`src/uhp_pkg.sv`:
```
// Purpose: shared constants and types of the two-channel host port
// Assumes: one 10 MHz clock, synchronous active-low reset
// Notes: register index within a channel is the three address lines
// How it works
// - byte-wide data, three address lines per access
// - bus cycles need only selects and strobes
// - both channels share one host data bus
// - high reset pin restores both channel defaults
// - select pins pick none, one, other, both
// - each channel owns separate register set
// - sixteen-byte transmit and receive buffers each
// - four receive thresholds raise receive request
// - framing and parity options, parity errors flagged
// - after reset behaves as bufferless legacy model
// - no memory-access handshake, only ready pins
// - block bit selects block transfer pacing
// - outside block, receive ready low when data
// - block receive ready falls trigger, rises empty
// - outside block, transmit ready low when empty
// - block transmit ready high only when full
// - transmit interrupt high when transmit buffer empty
// - receive interrupt high at receive threshold
// - output-two bit drives interrupt, lowers auxiliary
package uhp_pkg;
  // ==========================================================
  // timing
  localparam int CLK_PERIOD_NS = 100;
  localparam int RESET_MIN_NS = 40;
  localparam logic [3:0] RESET_MIN_CYC = 4'((RESET_MIN_NS + CLK_PERIOD_NS - 1) / CLK_PERIOD_NS);
  // ==========================================================
  // register indices within a channel
  localparam logic [2:0] REG_HOLD = 3'h0;
  localparam logic [2:0] REG_IRQ_EN = 3'h1;
  localparam logic [2:0] REG_BUF_CTL = 3'h2;
  localparam logic [2:0] REG_LINE_FMT = 3'h3;
  localparam logic [2:0] REG_LINE_OUT = 3'h4;
  localparam logic [2:0] REG_LINE_STATE = 3'h5;
  localparam logic [2:0] REG_MODEM_STAT = 3'h6;
  localparam logic [2:0] REG_SCRATCH = 3'h7;
  // ==========================================================
  // field positions
  localparam int BUF_EN_BIT = 0;
  localparam int RX_CLR_BIT = 1;
  localparam int TX_CLR_BIT = 2;
  localparam int BLOCK_BIT = 3;
  localparam int TRIG_LO = 6;
  localparam int USER2_BIT = 3;
  localparam int IRQEN_RX_BIT = 0;
  localparam int IRQEN_TX_BIT = 1;
  localparam int LS_RX_AVAIL = 0;
  localparam int LS_PARITY = 2;
  localparam int LS_TX_EMPTY = 5;
  localparam int LS_TX_IDLE = 6;
  // ==========================================================
  // depths, thresholds, reset values
  localparam logic [4:0] FIFO_DEPTH = 5'h10;
  localparam logic [4:0] LEGACY_DEPTH = 5'h01;
  localparam logic [4:0] TRIG_L0 = 5'h01;
  localparam logic [4:0] TRIG_L1 = 5'h04;
  localparam logic [4:0] TRIG_L2 = 5'h08;
  localparam logic [4:0] TRIG_L3 = 5'h0e;
  localparam logic [7:0] REG_RST = 8'h00;
  localparam logic [2:0] IRQ_ID_RX = 3'h2;
  localparam logic [2:0] IRQ_ID_TX = 3'h1;
  // ==========================================================
  // types
  typedef struct packed {
    logic reset;
    logic [1:0] select_n;
    logic read_n;
    logic write_n;
    logic [2:0] addr;
    logic [7:0] data;
  } uhp_bus_in_type;
  localparam uhp_bus_in_type BUS_IDLE = '{1'b0, 2'h3, 1'b1, 1'b1, 3'h0, 8'h00};
  typedef struct packed {
    logic [15:0][7:0] mem;
    logic [3:0] rp;
    logic [3:0] wp;
    logic [4:0] cnt;
  } uhp_fifo_type;
  typedef struct packed {
    logic [7:0] irq_en;
    logic [7:0] buf_ctl;
    logic [7:0] line_fmt;
    logic [7:0] line_out;
    logic [7:0] scratch;
    logic parity_err;
    logic rx_block;
  } uhp_chan_cfg_type;
  typedef struct packed {
    logic [7:0] e0;
    logic [7:0] e1;
    logic v0;
    logic v1;
  } uhp_skid_state_type;
  typedef struct packed {
    uhp_bus_in_type s1;
    uhp_bus_in_type s2;
    uhp_bus_in_type s3;
    uhp_bus_in_type filt;
    uhp_bus_in_type prev;
    logic [3:0] rcnt;
    uhp_chan_cfg_type [1:0] cfg;
    uhp_fifo_type [1:0] txf;
    uhp_fifo_type [1:0] rxf;
    logic [7:0] rd_data;
    logic data_oe_n;
    logic [1:0] rx_rdy_n;
    logic [1:0] tx_rdy_n;
    logic [1:0] irq;
    logic [1:0] irq_oe_n;
    logic [1:0] user2_n;
    logic [1:0] rx_take;
  } uhp_top_state_type;
endpackage : uhp_pkg

```
`src/uhp_host_port.sv`:
```
// Purpose: host bus front end of a two-channel serial controller
// Assumes: bus pins asynchronous to ref_clk; serial engines outside
// Notes: bus pins pass three flops; writes commit at strobe release
`timescale 1ns/1ps
module uhp_host_port
  import uhp_pkg::*;
(
  input wire logic ref_clk, // system clock
  input wire logic rst_n, // sync reset, active low
  input wire uhp_bus_in_type bus_in, // raw bus pins incl. reset pin
  output logic [7:0] bus_data_out, // read data toward host
  output logic bus_data_oe_n, // low while driving data
  output logic chan_one_irq, // channel one interrupt level
  output logic chan_one_irq_oe_n, // low while irq one driven
  output logic chan_two_irq, // channel two interrupt level
  output logic chan_two_irq_oe_n, // low while irq two driven
  output logic [1:0] user_output_two_n, // auxiliary outputs
  output logic [1:0] receive_ready_n, // receive ready pins
  output logic [1:0] transmit_ready_n, // transmit ready pins
  output logic [1:0][7:0] line_format, // framing setup to engines
  output logic [1:0] tx_valid, // byte for transmit engine
  output logic [1:0][7:0] tx_data, // byte for transmit engine
  input wire logic [1:0] tx_ready, // transmit engine takes byte
  input wire logic [1:0] rx_valid, // byte from receive engine
  input wire logic [1:0][7:0] rx_data, // byte from receive engine
  output logic [1:0] rx_ready, // room for received byte
  input wire logic [1:0] rx_timeout, // receive time-out pulse
  input wire logic [1:0] rx_parity_err // parity error pulse
);
  uhp_top_state_type st;
  uhp_top_state_type next_st;
  logic [1:0] buf_in_ready;
  logic [1:0] buf_out_valid;

  // ==========================================================
  // helpers
  function automatic logic [4:0] trig_level(input logic [1:0] sel);
    case (sel)
      2'h0: return TRIG_L0;
      2'h1: return TRIG_L1;
      2'h2: return TRIG_L2;
      default: return TRIG_L3;
    endcase
  endfunction : trig_level

  function automatic logic [4:0] depth_of(input logic [7:0] ctl);
    return ctl[BUF_EN_BIT] ? FIFO_DEPTH : LEGACY_DEPTH;
  endfunction : depth_of

  function automatic uhp_fifo_type fifo_next(input uhp_fifo_type f, input logic clr,
                                             input logic push, input logic [7:0] d,
                                             input logic pop);
    uhp_fifo_type r;
    r = f;
    if (clr)
    begin
      r.rp = 4'h0;
      r.wp = 4'h0;
      r.cnt = 5'h00;
    end
    else
    begin
      if (push)
      begin
        r.mem[f.wp] = d;
        r.wp = f.wp + 4'h1;
      end
      if (pop)
        r.rp = f.rp + 4'h1;
      r.cnt = f.cnt + {4'h0, push} - {4'h0, pop};
    end
    return r;
  endfunction : fifo_next

  // receive and transmit interrupt sources
  function automatic logic [1:0] irq_src(input uhp_chan_cfg_type g, input uhp_fifo_type t,
                                         input uhp_fifo_type r);
    logic rx_s;
    logic tx_s;
    rx_s = g.buf_ctl[BUF_EN_BIT] ? (r.cnt >= trig_level(g.buf_ctl[TRIG_LO+:2]))
                                 : (r.cnt != 5'h00);
    tx_s = (t.cnt == 5'h00);
    return {tx_s & g.irq_en[IRQEN_TX_BIT], rx_s & g.irq_en[IRQEN_RX_BIT]};
  endfunction : irq_src

  // register read mux of one channel
  function automatic logic [7:0] read_byte(input uhp_chan_cfg_type g, input uhp_fifo_type t,
                                           input uhp_fifo_type r, input logic bufv,
                                           input logic [2:0] a);
    logic [7:0] v;
    logic [1:0] src;
    v = 8'h00;
    src = irq_src(g, t, r);
    case (a)
      REG_HOLD: v = r.mem[r.rp];
      REG_IRQ_EN: v = g.irq_en;
      REG_BUF_CTL:
      begin
        v[0] = ~(|src);
        v[3:1] = src[0] ? IRQ_ID_RX : (src[1] ? IRQ_ID_TX : 3'h0);
        v[7:6] = {2{g.buf_ctl[BUF_EN_BIT]}};
      end
      REG_LINE_FMT: v = g.line_fmt;
      REG_LINE_OUT: v = g.line_out;
      REG_LINE_STATE:
      begin
        v[LS_RX_AVAIL] = (r.cnt != 5'h00);
        v[LS_PARITY] = g.parity_err;
        v[LS_TX_EMPTY] = (t.cnt == 5'h00);
        v[LS_TX_IDLE] = (t.cnt == 5'h00) & ~bufv;
      end
      REG_MODEM_STAT: v = 8'h00;
      REG_SCRATCH: v = g.scratch;
      default: v = 8'h00;
    endcase
    return v;
  endfunction : read_byte

  // reset image of the whole state
  function automatic uhp_top_state_type idle_state();
    uhp_top_state_type s;
    s = '0;
    s.s1 = BUS_IDLE;
    s.s2 = BUS_IDLE;
    s.s3 = BUS_IDLE;
    s.filt = BUS_IDLE;
    s.prev = BUS_IDLE;
    s.data_oe_n = 1'b1;
    s.rx_rdy_n = 2'h3;
    s.irq_oe_n = 2'h3;
    s.user2_n = 2'h3;
    s.rx_take = 2'h3;
    return s;
  endfunction : idle_state

  // ==========================================================
  // transmit path buffers toward the serial engines
  for (genvar c = 0; c < 2; c++)
  begin : g_txbuf
    uhp_skid2 u_skid (
      .ref_clk(ref_clk),
      .rst_n(rst_n),
      .in_valid(st.txf[c].cnt != 5'h00),
      .in_data(st.txf[c].mem[st.txf[c].rp]),
      .in_ready(buf_in_ready[c]),
      .out_valid(buf_out_valid[c]),
      .out_data(tx_data[c]),
      .out_ready(tx_ready[c])
    );
  end
  assign tx_valid = buf_out_valid;

  // ==========================================================
  // next-state logic
  always_comb
  begin
    logic hrst;
    logic wr_end;
    logic rd_end;
    logic rd_act;
    logic [1:0] sel;
    logic [1:0] wsel;
    logic [1:0] rsel;
    logic fen;
    logic blk;
    logic tx_push;
    logic rx_pop;
    logic tx_clr;
    logic rx_clr;
    logic [7:0] ctl;
    logic [4:0] trig;
    logic [1:0] src;
    hrst = 1'b0;
    wr_end = 1'b0;
    rd_end = 1'b0;
    rd_act = 1'b0;
    sel = 2'h0;
    wsel = 2'h0;
    rsel = 2'h0;
    fen = 1'b0;
    blk = 1'b0;
    tx_push = 1'b0;
    rx_pop = 1'b0;
    tx_clr = 1'b0;
    rx_clr = 1'b0;
    ctl = 8'h00;
    trig = 5'h00;
    src = 2'h0;
    next_st = st;
    // three-flop pin sampling, a bit moves once stages two and three agree
    next_st.s1 = bus_in;
    next_st.s2 = st.s1;
    next_st.s3 = st.s2;
    next_st.filt = uhp_bus_in_type'((st.s2 & ~(st.s2 ^ st.s3)) | (st.filt & (st.s2 ^ st.s3)));
    next_st.prev = st.filt;
    // host reset pin held for the least time
    next_st.rcnt = st.filt.reset ? ((st.rcnt == 4'hf) ? st.rcnt : st.rcnt + 4'h1) : 4'h0;
    hrst = st.filt.reset && (st.rcnt >= RESET_MIN_CYC - 4'h1);
    // bus decode from selects and strobes only
    sel = ~st.filt.select_n;
    wsel = ~st.prev.select_n;
    rsel = ~st.prev.select_n;
    wr_end = ~st.prev.write_n & st.filt.write_n;
    rd_end = ~st.prev.read_n & st.filt.read_n & st.prev.write_n;
    rd_act = ~st.filt.read_n & st.filt.write_n;
    // one shared data bus; a double select drives channel one data but a read pops or clears in both channels
    next_st.data_oe_n = ~(rd_act & (|sel));
    next_st.rd_data = sel[0] ? read_byte(st.cfg[0], st.txf[0], st.rxf[0], buf_out_valid[0],
                                         st.filt.addr)
                             : read_byte(st.cfg[1], st.txf[1], st.rxf[1], buf_out_valid[1],
                                         st.filt.addr);
    // per-channel registers and buffers, host accesses touch a channel only when selected
    for (int c = 0; c < 2; c++)
    begin
      ctl = st.cfg[c].buf_ctl;
      tx_push = 1'b0;
      tx_clr = 1'b0;
      rx_clr = 1'b0;
      rx_pop = rd_end & rsel[c] & (st.prev.addr == REG_HOLD) & (st.rxf[c].cnt != 5'h00);
      if (wr_end && wsel[c])
      begin
        case (st.prev.addr)
          REG_HOLD: tx_push = (st.txf[c].cnt < depth_of(ctl));
          REG_IRQ_EN: next_st.cfg[c].irq_en = st.prev.data;
          REG_BUF_CTL:
          begin
            next_st.cfg[c].buf_ctl = st.prev.data;
            next_st.cfg[c].buf_ctl[RX_CLR_BIT] = 1'b0;
            next_st.cfg[c].buf_ctl[TX_CLR_BIT] = 1'b0;
            rx_clr = st.prev.data[RX_CLR_BIT] | (st.prev.data[BUF_EN_BIT] ^ ctl[BUF_EN_BIT]);
            tx_clr = st.prev.data[TX_CLR_BIT] | (st.prev.data[BUF_EN_BIT] ^ ctl[BUF_EN_BIT]);
          end
          REG_LINE_FMT: next_st.cfg[c].line_fmt = st.prev.data;
          REG_LINE_OUT: next_st.cfg[c].line_out = st.prev.data;
          REG_SCRATCH: next_st.cfg[c].scratch = st.prev.data;
          default: ;
        endcase
      end
      // parity flag: a new error wins over the clearing read
      if (rd_end && rsel[c] && (st.prev.addr == REG_LINE_STATE))
        next_st.cfg[c].parity_err = 1'b0;
      if (rx_parity_err[c])
        next_st.cfg[c].parity_err = 1'b1;
      next_st.txf[c] = fifo_next(st.txf[c], tx_clr, tx_push, st.prev.data,
                                 (st.txf[c].cnt != 5'h00) & buf_in_ready[c]);
      next_st.rxf[c] = fifo_next(st.rxf[c], rx_clr, rx_valid[c] & st.rx_take[c],
                                 rx_data[c], rx_pop);
    end
    // reset pin restores bufferless defaults in both channels
    if (hrst)
    begin
      for (int c = 0; c < 2; c++)
      begin
        next_st.cfg[c] = '0;
        next_st.cfg[c].line_fmt = REG_RST;
        next_st.txf[c] = fifo_next(st.txf[c], 1'b1, 1'b0, 8'h00, 1'b0);
        next_st.rxf[c] = fifo_next(st.rxf[c], 1'b1, 1'b0, 8'h00, 1'b0);
      end
    end
    // pin levels from the updated state; ready pins are the only pacing
    for (int c = 0; c < 2; c++)
    begin
      ctl = next_st.cfg[c].buf_ctl;
      fen = ctl[BUF_EN_BIT];
      blk = fen & ctl[BLOCK_BIT];
      trig = trig_level(ctl[TRIG_LO+:2]);
      if (next_st.rxf[c].cnt == 5'h00)
        next_st.cfg[c].rx_block = 1'b0;
      else if ((next_st.rxf[c].cnt >= trig) || rx_timeout[c])
        next_st.cfg[c].rx_block = 1'b1;
      if (!blk)
        next_st.cfg[c].rx_block = 1'b0;
      next_st.rx_rdy_n[c] = blk ? ~next_st.cfg[c].rx_block
                                : (next_st.rxf[c].cnt == 5'h00);
      next_st.tx_rdy_n[c] = blk ? (next_st.txf[c].cnt == FIFO_DEPTH)
                                : (next_st.txf[c].cnt != 5'h00);
      src = irq_src(next_st.cfg[c], next_st.txf[c], next_st.rxf[c]);
      next_st.irq[c] = |src;
      next_st.irq_oe_n[c] = ~next_st.cfg[c].line_out[USER2_BIT];
      next_st.user2_n[c] = ~next_st.cfg[c].line_out[USER2_BIT];
      next_st.rx_take[c] = (next_st.rxf[c].cnt < depth_of(ctl));
    end
  end

  // ==========================================================
  // state register
  always_ff @(posedge ref_clk)
  begin
    if (!rst_n)
      st <= idle_state();
    else
      st <= next_st;
  end

  // ==========================================================
  // outputs, all from state flops
  assign bus_data_out = st.rd_data;
  assign bus_data_oe_n = st.data_oe_n;
  assign chan_one_irq = st.irq[0];
  assign chan_one_irq_oe_n = st.irq_oe_n[0];
  assign chan_two_irq = st.irq[1];
  assign chan_two_irq_oe_n = st.irq_oe_n[1];
  assign user_output_two_n = st.user2_n;
  assign receive_ready_n = st.rx_rdy_n;
  assign transmit_ready_n = st.tx_rdy_n;
  assign line_format = {st.cfg[1].line_fmt, st.cfg[0].line_fmt};
  assign rx_ready = st.rx_take;
endmodule : uhp_host_port

```
`src/uhp_skid2.sv`:
```
// Purpose: two-entry buffer between transmit buffer and serial engine
// Assumes: same clock as the host port
// Notes: head entry always sits in e0, so outputs are plain flops
`timescale 1ns/1ps
module uhp_skid2
  import uhp_pkg::*;
(
  input wire logic ref_clk, // system clock
  input wire logic rst_n, // sync reset, active low
  input wire logic in_valid, // word offered
  input wire logic [7:0] in_data, // word offered
  output logic in_ready, // room for a word
  output logic out_valid, // head word present
  output logic [7:0] out_data, // head word
  input wire logic out_ready // receiver takes head
);
  uhp_skid_state_type st;
  uhp_skid_state_type next_st;
  logic push;
  logic pop;

  // handshakes on both sides
  assign push = in_valid & ~st.v1;
  assign pop = st.v0 & out_ready;

  // shift-style update of two entries
  always_comb
  begin
    next_st = st;
    if (pop)
    begin
      next_st.e0 = st.v1 ? st.e1 : in_data;
      next_st.v0 = st.v1 | push;
      next_st.v1 = st.v1 & push;
      if (st.v1 & push)
        next_st.e1 = in_data;
    end
    else if (push)
    begin
      if (!st.v0)
      begin
        next_st.e0 = in_data;
        next_st.v0 = 1'b1;
      end
      else
      begin
        next_st.e1 = in_data;
        next_st.v1 = 1'b1;
      end
    end
  end

  always_ff @(posedge ref_clk)
  begin
    if (!rst_n)
      st <= '0;
    else
      st <= next_st;
  end

  assign in_ready = ~st.v1;
  assign out_valid = st.v0;
  assign out_data = st.e0;
endmodule : uhp_skid2
```
`config.mk`:
```
export PLATFORM = sky130hd
export DESIGN_NAME = uhp_host_port
export DESIGN_NICKNAME = d
export VERILOG_FILES = /design/src/uhp_pkg.sv /design/src/uhp_host_port.sv /design/src/uhp_skid2.sv
export SDC_FILE = /design/constraint.sdc
export NUM_CORES = 2
export LEC_CHECK = 0
export BUFFER_PORTS_ARGS = -buffer_cell sky130_fd_sc_hd__buf_2
export CAP_MARGIN = 5
export CORE_MARGIN = 1
export CORE_UTILIZATION = 45
export DETAILED_ROUTE_END_ITERATION = 7
export SLEW_MARGIN = 5
export SYNTH_ARGS = -nofsm -noshare
export SYNTH_HDL_FRONTEND = slang
export SYNTH_SLANG_ARGS = --single-unit
export TNS_END_PERCENT = 1
```
`constraint.sdc`:
```
create_clock -name ref_clk -period 7.55 [get_ports ref_clk]
set_input_delay 0.755 -clock ref_clk [delete_from_list [all_inputs] [get_ports ref_clk]]
set_output_delay 0.755 -clock ref_clk [all_outputs]
set_load 0.01 [all_outputs]
```
==> out/metrics.csv <==
metric;value;unit
status;finished, violations left;
violations;design-rule violations;
fin_skew;0.02476;ns
antenna_left;0;
ys_seq_elements;774;
cts_tree;built;
pre_cts_ws;3.217;ns
setup_violations;0;
cts_resized;0;
start_kind;flip-flop;
path_max_fanout;9;
r2r_start;st[682]$_SDFF_PN0_;
root_buffer;clkbuf_16;
worst_slack;3.191;ns
track_usage;23.55;%
yosysMostFrequentCell;dfxtp_1;
critPathSlowestCell;or3_1;
avgSynthCellArea;9.885;um2
fp.dieH;274.2;um
crit_buf_inv;1;
drt-wirelength-per-cell;20.60;um
required;8.07;ns
die_w;274.2;um
synth_ff_type;dfxtp_1;
cts.path.max_buffers;3;
critPathArrivalTime;4.88;ns
tightest_slew;1.221;ns
portBuffers;96;
drt-pass1-iter-count;7;
crit_end;chan_two_irq$_SDFF_PN0_;
fin_tns_setup;0;ns
grt_pass1_vias;24230;
max_slew_margin;18.58;%
place_congestion;0.8436;
drive_above_1_share;15.28;%
antenna_found_initial;3;
p_leak;13.31;nW
clock_sinks;774;
ys_top_cells_by_area;dfxtp_1, mux4_2, nand3_1, o21ai_0, mux2i_1;
max_stage_delay;0.59;ns
rrSetupSlack;3.19;ns
hold_buffers;0;
p_per_area;275.4;nW/um2
path_delay_family;simple AND/OR/NAND/NOR gates;
vias;24820;
synthToLayoutAreaGrowth;9.202;%
clock_latency;0.64;ns
die_area;75180;um2
coreArea;73080;um2
synth_warnings;0;
max_cap_violations;0;
grt_max_degree;122;
ys_types;73;
critPathLaunch;st[682]$_SDFF_PN0_;
rows;99;
vias_per_cell;5.794;
yosys-top-cells-count;dfxtp_1, nand3_1, o21ai_0;
grt_pass1_wl;137900;um
r2r-end;chan_two_irq$_SDFF_PN0_;
io_pins;97;
drc_errors;34;
clock.fmax;0.2294;GHz
synth-edff-count;0;
async_reset_ff_share;0;%
rsz0062_at_grt;no;
nets;3373;
hold_class;input pin to flip-flop;
post-route-min-period;4.359;ns
reg2reg_depth;16;
path_class;flip-flop to flip-flop;
period_share;57.74;%
yosys.area.top_type;dfxtp_1;
crit_chain;or3_1 > nand2b_1 > nor3b_2 > ha_1 > inv_1 > ha_1 > fa_1 > xnor2_1 > nor2_1 > ha_1 > a21oi_1 > o21ai_0 > a21oi_1 > o21ai_0 > or2_2 > a32o_1;
slew_viol_final;0;
h-tree-depth;3;
start_util;45.62;%
dpl.hpwl;57850;um
peakVddDrop;0.1757;mV
crit_path_end_kind;flip-flop;
cts_setup_buffers;0;
drt_wl_total;88230;um
synth_top_cell_area_share;46.47;%
overflow;0;
cts_buffers;82;
worstSetupPathDepth;16;
hold_viol;0;
syn_area;33340;um2
clkTransAtPathRegs;0.06;ns
first_iter_violations;1907;
cp_common_cell;ha_1;
synth_nets;3485;
syn_inst;3373;
synth-seq-area-share;46.47;%
-- layer usage --
layer	track usage, %	up-vias	part of all wire, %
met1	30.26	12050	43
met3	4.142	173	5.8
met4	9.269	2	3.7
met5	0	-	0.0091
li1	-	11870	-
met2	39.22	728	47
-- placed cells by master (no fill, tap or decap), types with 9 or more instances in the layout --
cell type and n:
a211oi_1 14, a21oi_1 67, a221oi_1 9, a31oi_1 19
and2_1 53, and3_1 21, buf_2 95, buf_4 37
clkbuf_1 19, clkbuf_16 84, clkbuf_8 14, clkinv_2 11
dfxtp_1 768, ha_1 66, inv_1 59, mux2_2 11
mux2i_1 143, mux4_2 148, nand2_1 182, nand2b_1 21
nand3_1 460, nand3_4 18, nand4_1 30, nand4_4 20
nor2_1 206, nor2b_1 23, nor3_1 10, o21ai_0 397
o21ai_1 129, o21ai_2 16, xnor2_1 22, xor2_1 20
-- where the power goes --
group	switching [W]	internal [W]
Combinational	0.000880	0.000608
Clock	0.00168	0.00243
Sequential	0.000186	0.00424
-- per-stage QoR --
step	hold slack, ns	total power, W	cells	cell area (um2)	util [%]
after floorplan	0.3863	0.005642	3373	33340	-
after global placement	0.4055	0.005995	4136	33660	46.06
after detailed placement	0.3986	0.006011	4136	33660	46.06
after CTS	0.2741	0.01012	4283	36410	49.82
after global routing	0.3013	0.01045	4283	36410	49.82
final	0.3009	0.01003	4284	36410	49.82
-- cell type report --
type                            count  area [um2]
Clock buffer                      117        2366
Antenna cell                        1       2.502
Clock inverter                     30       380.4
Inverter                           62       232.7
Multi-Input combinational cell   2208       15960
Sequential cell                   774       15500
Tap cell                          959        1200
Fill cell                        6590       36670
Timing Repair Buffer              133       768.2
-- cells by family after synthesis --
family                     after synthesis  share of synthesized area (%)
AOI/OAI and AO/OA                      711                          11.74
DFF                                    774                          46.47
and+or+nand+nor                       1083                          17.63
xor gates and xnor gates                42                          1.103
buffers and inverters                  391                          5.674
muxes                                  302                          14.66
adders and majority gates               70                          2.717
-- worst min path at each step --
stage                              end                     from  cells past startpoint
2_1_floorplan  next_st[716]$_SDFF_PN1_  next_st[732]$_SDFF_PN1_                      1
4_1_cts        next_st[732]$_SDFF_PN1_               bus_in[11]                      2
3_3_place_gp   next_st[719]$_SDFF_PN1_  next_st[735]$_SDFF_PN1_                      1
5_1_grt        next_st[734]$_SDFF_PN1_               bus_in[13]                      2
3_5_place_dp   next_st[718]$_SDFF_PN1_  next_st[734]$_SDFF_PN1_                      1
6_report       next_st[734]$_SDFF_PN1_               bus_in[13]                      2
No activity file was read; power rests on OpenSTA's default activity.
